$ cat config.mk
export PLATFORM = sky130hd
export DESIGN_NAME = rais_top
export DESIGN_NICKNAME = d
export VERILOG_FILES = /design/src/rais_pkg.sv /design/src/rais_top.sv
export SDC_FILE = /design/constraint.sdc
export NUM_CORES = 1
export LEC_CHECK = 0
export BUFFER_PORTS_ARGS = -buffer_cell sky130_fd_sc_hd__clkbuf_2
export CAP_MARGIN = 20
export CORE_MARGIN = 1.5
export CORE_UTILIZATION = 50
export CTS_CLUSTER_DIAMETER = 60
export CTS_CLUSTER_SIZE = 8
export DETAILED_ROUTE_END_ITERATION = 7
export GPL_TIMING_DRIVEN = 0
export PLACE_DENSITY_LB_ADDON = 0.1
export REMOVE_ABC_BUFFERS = 1
export SLEW_MARGIN = 15
export SYNTH_ARGS = -nofsm -noshare
export SYNTH_HDL_FRONTEND = slang
export SYNTH_SLANG_ARGS = --single-unit
$ cat constraint.sdc
create_clock -name SYS_CLK -period 3.9 [get_ports SYS_CLK]
set_input_delay 0.195 -clock SYS_CLK [delete_from_list [all_inputs] [get_ports SYS_CLK]]
set_output_delay 0.195 -clock SYS_CLK [all_outputs]
set_load 0.02 [all_outputs]
$ cat src/rais_pkg.sv
// shared constants for the reset sequencer and control-port address select
package rais_pkg;
  localparam int unsigned SYS_CLK_HZ = 200_000_000;
  localparam int unsigned READY_DELAY_MS = 400;
  localparam longint unsigned READY_CYCLES_L = longint'(SYS_CLK_HZ) / 1000 * READY_DELAY_MS;
  localparam logic [31:0] READY_CYCLES = READY_CYCLES_L[31:0];
  localparam logic [6:0] SLAVE_ADDR_LOW = 7'h2c;
  localparam logic [6:0] SLAVE_ADDR_MID = 7'h2d;
  localparam logic [6:0] SLAVE_ADDR_HIGH = 7'h2e;
  localparam logic [1:0] STRAP_LOW = 2'h0;
  localparam logic [1:0] STRAP_MID = 2'h1;
  localparam logic [1:0] STRAP_HIGH = 2'h2;
  localparam logic [7:0] REG_RESET_VALUE = 8'h00;
  localparam logic [3:0] REG_COUNT = 4'h8;
  typedef enum logic [1:0] {
    RAIS_IDLE = 2'b00,
    RAIS_ADDR = 2'b01,
    RAIS_ACK = 2'b10,
    RAIS_DATA = 2'b11
  } rais_i2c_state_t;
endpackage

$ cat src/rais_top.sv
// reset sequencing, strap-selected i2c slave and board overrides
`timescale 1ns/1ps
`default_nettype none
module rais_top
  import rais_pkg::*;
#(
  parameter logic [31:0] READY_COUNT = READY_CYCLES
) (
  input wire logic SYS_CLK,
  input wire logic RESETN,
  input wire logic [1:0] ADDRESS_STRAP_PIN,
  input wire logic CONTROL_PORT_SERIAL_CLOCK,
  input wire logic CONTROL_PORT_SERIAL_DATA_IN,
  output logic CONTROL_PORT_SERIAL_DATA_OUT,
  output logic CONTROL_PORT_SERIAL_DATA_OE,
  input wire logic ADAPTER_DETECT_SINK_IN,
  input wire logic HOTPLUG_SINK_IN,
  output logic TMDS_MODE,
  output logic SINK_PRESENT,
  output logic DEVICE_READY,
  output logic [7:0] CONFIG_REG0
);
  // input synchronisers
  // scl and sda get a third flop so edges and start/stop can be seen
  logic [1:0] strap_s1_q, strap_s2_q;
  logic scl_s1_q, scl_s2_q, scl_s3_q, sda_s1_q, sda_s2_q, sda_s3_q;
  logic cad_s1_q, cad_s2_q, hpd_s1_q, hpd_s2_q;
  always_ff @(posedge SYS_CLK or negedge RESETN) begin
    if (!RESETN) begin
      strap_s1_q <= STRAP_LOW;
      strap_s2_q <= STRAP_LOW;
      {scl_s1_q, scl_s2_q, scl_s3_q} <= 3'h7;
      {sda_s1_q, sda_s2_q, sda_s3_q} <= 3'h7;
      {cad_s1_q, cad_s2_q, hpd_s1_q, hpd_s2_q} <= 4'h0;
    end else begin
      strap_s1_q <= ADDRESS_STRAP_PIN;
      strap_s2_q <= strap_s1_q;
      scl_s1_q <= CONTROL_PORT_SERIAL_CLOCK;
      scl_s2_q <= scl_s1_q;
      scl_s3_q <= scl_s2_q;
      sda_s1_q <= CONTROL_PORT_SERIAL_DATA_IN;
      sda_s2_q <= sda_s1_q;
      sda_s3_q <= sda_s2_q;
      cad_s1_q <= ADAPTER_DETECT_SINK_IN;
      cad_s2_q <= cad_s1_q;
      hpd_s1_q <= HOTPLUG_SINK_IN;
      hpd_s2_q <= hpd_s1_q;
    end
  end

  // readiness counter; strap latched once at the end of the delay
  // the count stops once ready; only a new reset starts it again
  // the strap goes through its synchroniser, so it must be steady before ready
  // a strap change after ready has no effect until the next reset
  logic [31:0] ready_cnt_q;
  logic ready_q;
  logic [6:0] slave_addr_q;
  wire ready_hit = (ready_cnt_q >= READY_COUNT - 32'h1);
  wire [6:0] strap_addr = (strap_s2_q == STRAP_MID) ? SLAVE_ADDR_MID :
                          (strap_s2_q == STRAP_HIGH) ? SLAVE_ADDR_HIGH :
                          SLAVE_ADDR_LOW;
  always_ff @(posedge SYS_CLK or negedge RESETN) begin
    if (!RESETN) begin
      ready_cnt_q <= 32'h0;
      ready_q <= 1'b0;
      slave_addr_q <= SLAVE_ADDR_LOW;
    end else if (!ready_q) begin
      ready_cnt_q <= ready_cnt_q + 32'h1;
      // last count: raise ready and take the address from the strap
      if (ready_hit) begin
        ready_q <= 1'b1;
        slave_addr_q <= strap_addr;
      end
    end
  end

  // bus conditions
  // start and stop are sda edges while scl stays high
  // both pins pass the same flops, so their relative timing is kept
  wire scl_rise = scl_s2_q & ~scl_s3_q;
  wire scl_fall = ~scl_s2_q & scl_s3_q;
  wire start_c = scl_s2_q & scl_s3_q & ~sda_s2_q & sda_s3_q;
  wire stop_c = scl_s2_q & scl_s3_q & sda_s2_q & ~sda_s3_q;

  // i2c slave: byte 0 address, byte 1 register index, then data
  // a read starts at the current index and moves on each time the host acks
  // stop and loss of ready always send the slave back to idle
  rais_i2c_state_t st_q;
  logic [7:0] sh_q;
  logic [3:0] bit_q;
  logic is_read_q, have_idx_q, drive_q;
  logic [2:0] idx_q;
  logic [7:0] regs_q [0:7];
  wire addr_match = (sh_q[7:1] == slave_addr_q);
  wire [7:0] rd_byte = regs_q[idx_q];

  // read side: next index, its byte and the bit shown after each falling scl
  wire [2:0] idx_next = idx_q + 3'h1;
  wire [7:0] nxt_byte = regs_q[idx_next];
  wire [2:0] rd_bit_sel = 3'h7 - bit_q[2:0];
  wire master_nack = scl_rise && (bit_q == 4'h8) && sda_s2_q;

  always_ff @(posedge SYS_CLK or negedge RESETN) begin
    if (!RESETN) begin
      st_q <= RAIS_IDLE;
      sh_q <= 8'h00;
      bit_q <= 4'h0;
      is_read_q <= 1'b0;
      have_idx_q <= 1'b0;
      idx_q <= 3'h0;
      drive_q <= 1'b0;
      for (int i = 0; i < 8; i++) regs_q[i] <= REG_RESET_VALUE;
    end else if (!ready_q || stop_c) begin
      st_q <= RAIS_IDLE;
      drive_q <= 1'b0;
    end else if (start_c) begin
      st_q <= RAIS_ADDR;
      bit_q <= 4'h0;
      have_idx_q <= 1'b0;
      drive_q <= 1'b0;
    end else begin
      case (st_q)
        RAIS_IDLE: drive_q <= 1'b0;
        RAIS_ADDR: begin
          if (scl_rise) begin
            sh_q <= {sh_q[6:0], sda_s2_q};
            bit_q <= bit_q + 4'h1;
          end else if (scl_fall && bit_q == 4'h8) begin
            // an address that is not ours drops to idle and never pulls the wire
            if (addr_match) begin
              is_read_q <= sh_q[0];
              drive_q <= 1'b1; // ack
              st_q <= RAIS_ACK;
            end else begin
              st_q <= RAIS_IDLE;
            end
          end
        end
        RAIS_ACK: begin
          if (scl_fall) begin
            bit_q <= 4'h0;
            st_q <= RAIS_DATA;
            if (is_read_q) begin
              sh_q <= rd_byte;
              drive_q <= ~rd_byte[7];
            end else begin
              drive_q <= 1'b0;
            end
          end
        end
        RAIS_DATA: begin
          if (is_read_q) begin
            // bits 7..0 change on falling scl; the ninth clock belongs to the host
            if (master_nack) begin
              st_q <= RAIS_IDLE; // master nack
            end else if (scl_rise) begin
              bit_q <= bit_q + 4'h1;
            end else if (scl_fall && bit_q == 4'h9) begin
              idx_q <= idx_next;
              bit_q <= 4'h0;
              sh_q <= nxt_byte;
              drive_q <= ~nxt_byte[7];
            end else if (scl_fall && bit_q == 4'h8) begin
              drive_q <= 1'b0; // release for master ack
            end else if (scl_fall) begin
              drive_q <= ~sh_q[rd_bit_sel];
            end
          end else begin
            if (scl_rise) begin
              sh_q <= {sh_q[6:0], sda_s2_q};
              bit_q <= bit_q + 4'h1;
            end else if (scl_fall && bit_q == 4'h8) begin
              // the index byte keeps its low three bits: eight registers
              if (!have_idx_q) begin
                idx_q <= sh_q[2:0];
                have_idx_q <= 1'b1;
              end else begin
                regs_q[idx_q] <= sh_q;
                idx_q <= idx_q + 3'h1;
              end
              drive_q <= 1'b1; // ack
              st_q <= RAIS_ACK;
            end
          end
        end
        default: st_q <= RAIS_IDLE;
      endcase
    end
  end

  // sda is open drain: the data output stays low and the enable pulls the wire
  // the enable is gated by ready so no ack leaves before the delay ends
  wire sda_pull = drive_q & ready_q;

  // outputs, all registered
  always_ff @(posedge SYS_CLK or negedge RESETN) begin
    if (!RESETN) begin
      CONTROL_PORT_SERIAL_DATA_OUT <= 1'b0;
      CONTROL_PORT_SERIAL_DATA_OE <= 1'b0;
      TMDS_MODE <= 1'b0;
      SINK_PRESENT <= 1'b0;
      DEVICE_READY <= 1'b0;
      CONFIG_REG0 <= REG_RESET_VALUE;
    end else begin
      CONTROL_PORT_SERIAL_DATA_OUT <= 1'b0;
      CONTROL_PORT_SERIAL_DATA_OE <= sda_pull;
      TMDS_MODE <= cad_s2_q;
      SINK_PRESENT <= hpd_s2_q;
      DEVICE_READY <= ready_q;
      CONFIG_REG0 <= regs_q[0];
    end
  end
endmodule
`default_nettype wire

==> run metrics <==
DIE AREA 0.01541 mm²; CTS Buf Count 17; Post-CTS Repair Setup Buffers 0; Synth Area in XOR/XNOR 0.04279; Post-Synthesis Cell Area 0.007340 mm²; synth cell count leaders 139 x dfrtp_1, 72 x mux2_2, 40 x nand2_1; Yosys warning count 0; #FFs+latches synth 145; share of post-route cells with drive strength above 1 0.2625; post-route ant nets 0; diode count 0; Avg Cell Area, Syn 11.93 µm²; CP max stage cell ha_1; largest net degree at the start of global routing 77; count of pins over their slew limit 0; CTS Sinks 145; post-synth top area cell dfrtp_1; CP max stage delay 0.93 ns; total power draw 3.088 mW; Bufs and invs on worst path 1; number of flops mapped to enable cells by yosys 0; Die H 124.2 µm; CTS tree done; initial core utilization 0.5088; Core ar. 0.01442 mm²; post-synthesis compound-gate area fraction 0.08711; Adder-Cell Fraction of Synth Area 0.01023; critical path class reg -> reg; P&R area growth vs syn 11.75%; Clock Root Buffer clkbuf_16; WP data arrival 3.18 ns; final HPWL from detailed placement 10350 µm; first-pass iteration count of the detailed router 5; first-pass GRT wire length 25670 µm; Resized Gates After CTS 0; CP max FO 20; top-area cell type share of the netlist area 0.4739; CTS H-tree depth 4; Initial DRC Count 364; Worst Tran Pin Value 0.8427 ns; I/O Pins 21; Setup WS post-layout 1.017 ns; final wirelength 15670 µm; setup TNS 0 ns; fin cells 824; grt total ovfl 0; total number of vias 4943; final hold violations 0; input/output buffers 19; Top FF cell, synth dfrtp_1; RSZ-0062 raised after global routing no; clock latency on the worst-skew pair 0.43 ns; critical path cell sequence ha_1 > mux4_2 > inv_1 > a31o_2 > a221o_1 > a21oi_1 > o2bb2ai_1; main area contributors after synthesis dfrtp_1 47%, mux2_2 11%, mux4_2 7.1%, mux2i_1 3.1%, xnor2_1 2.6%; R2R Path Start idx_q[0]; fmax 346.9 MHz; Finished Cell Area 0.008202 mm²; FFs w/ async S/R, synth 1.000; GPL Wtd Cong 0.8530; worst rel slew slack 0.4377; Netlist cell types 65; Avg Vias per Cell 5.999; sequential share of the synthesized area 0.4954; PD cells 376.5 mW/mm²; number of antenna violations at the first check in global routing 0; Crit. Startpoint idx_q[0]; clk slew on worst S/H paths 0.06 ns; status finished clean; Final min period 2.883 ns; fin nets 644; Hold WS 0.3327 ns; number of global-route vias before repair 4884; Leakage 3.528 nW; Hold/Removal Path Class in -> async; worst slack, placed 0.6523 ns; top-count cell post-synth dfrtp_1; Post-Place Cell Area 0.007575 mm²; largest family of logic cells by synthesized area multiplexers; final period utilization 0.7391; placed cells 787; CP delay by family, top adder cells; simple-gate portion of the synthesized area 0.1241; mux cell area share after synthesis 0.2124; startpoint types flip-flop; post-DR wirelength/cell 19.01 µm; fin util 0.5686; Final Setup Violations 0; worst vdd ir 0.0003015 V; Gate Count Post-Synth 615; number of max-cap violations 0; GRT Total Usage 0.2247; Residual DRC 0; Worst EP required 4.20 ns; FP Rows 44; Setup Skew 0.01187 ns; Die Wd 124.2 µm; CTS max path bufs 2; CP endpoint kind flip-flop
## layout make-up
class,instances,area [µm²]
clock buffer,19,452.9
clock inverter,10,88.84
fill,1225,6222
inverter,14,52.55
multi-input combinational,423,3502
sequential,145,3638
tap,184,230.2
timing repair buffer,29,236.5
## state kept, by name, summed over array words and instances (netlist names), 2 cells and up
signal / count
CONFIG_REG0: 8
bit_q: 4
idx_q: 3
ready_cnt_q: 32
regs_q: 64
sh_q: 8
slave_addr_q: 2
st_q: 2
strap_s1_q: 2
strap_s2_q: 2
## cells by family after synthesis
logic type,Yosys count
AO/OA/AOI/OAI,94
XOR/XNOR,35
adder cells (fa/ha/maj),6
buffers and inverters,47
flip-flops,145
multiplexers,118
other,1
AND/OR/NAND/NOR,169
## where the power goes
group	internal [mW]	leakage (nW)	switching, mW
registers	1.52	1.97	0.00532
logic	0.0162	1.30	0.0408
clock network	0.895	0.259	0.615
## placed cells by master (no fill, tap or decap), types with 13 or more instances in the layout
cell | netlist | layout
xnor2_1 | 22 | 22
clkbuf_2 | 0 | 18
mux2i_1 | 23 | 23
a21oi_1 | 13 | 13
nand3_1 | 20 | 20
clkbuf_16 | 0 | 17
nor2_1 | 36 | 36
mux2_2 | 72 | 72
nand2_1 | 40 | 40
dfrtp_1 | 139 | 137
mux4_2 | 23 | 23
o21ai_0 | 21 | 21
## routing by layer
layer | part of all wire | global-route usage
met5 | 0 | 0
met4 | 0.020 | 0.09943
met3 | 0.034 | 0.04579
met2 | 0.46 | 0.3362
met1 | 0.49 | 0.3172
## repair_timing
action	in CTS	in global routing
hold buffers	7	0
hold endpoints to repair	69	0
setup endpoints to repair	0	0
## worst register-to-register path, stage by stage, from the launching register on
cell and delay (ns):
dfrtp_2 0.59, ha_1 0.93, mux4_2 0.38, inv_1 0.04
a31o_2 0.23, a221o_1 0.33, a21oi_1 0.17, o2bb2ai_1 0.09
## worst paths after layout
| check | endpoint | slack, ns | depth (start not counted) |
|---|---|---|---|
| min | SINK_PRESENT | 0.33 | 2 |
| min reg2reg | strap_s2_q[0] | 0.35 | 0 |
| max | drive_q | 1.02 | 7 |
| min in group SYS_CLK | strap_s2_q[0] | 0.35 | 0 |
| max in group asynchronous | regs_q[19] | 2.79 | 3 |
| max reg2reg | drive_q | 1.02 | 7 |
No activity file was read; power rests on OpenSTA's default activity.
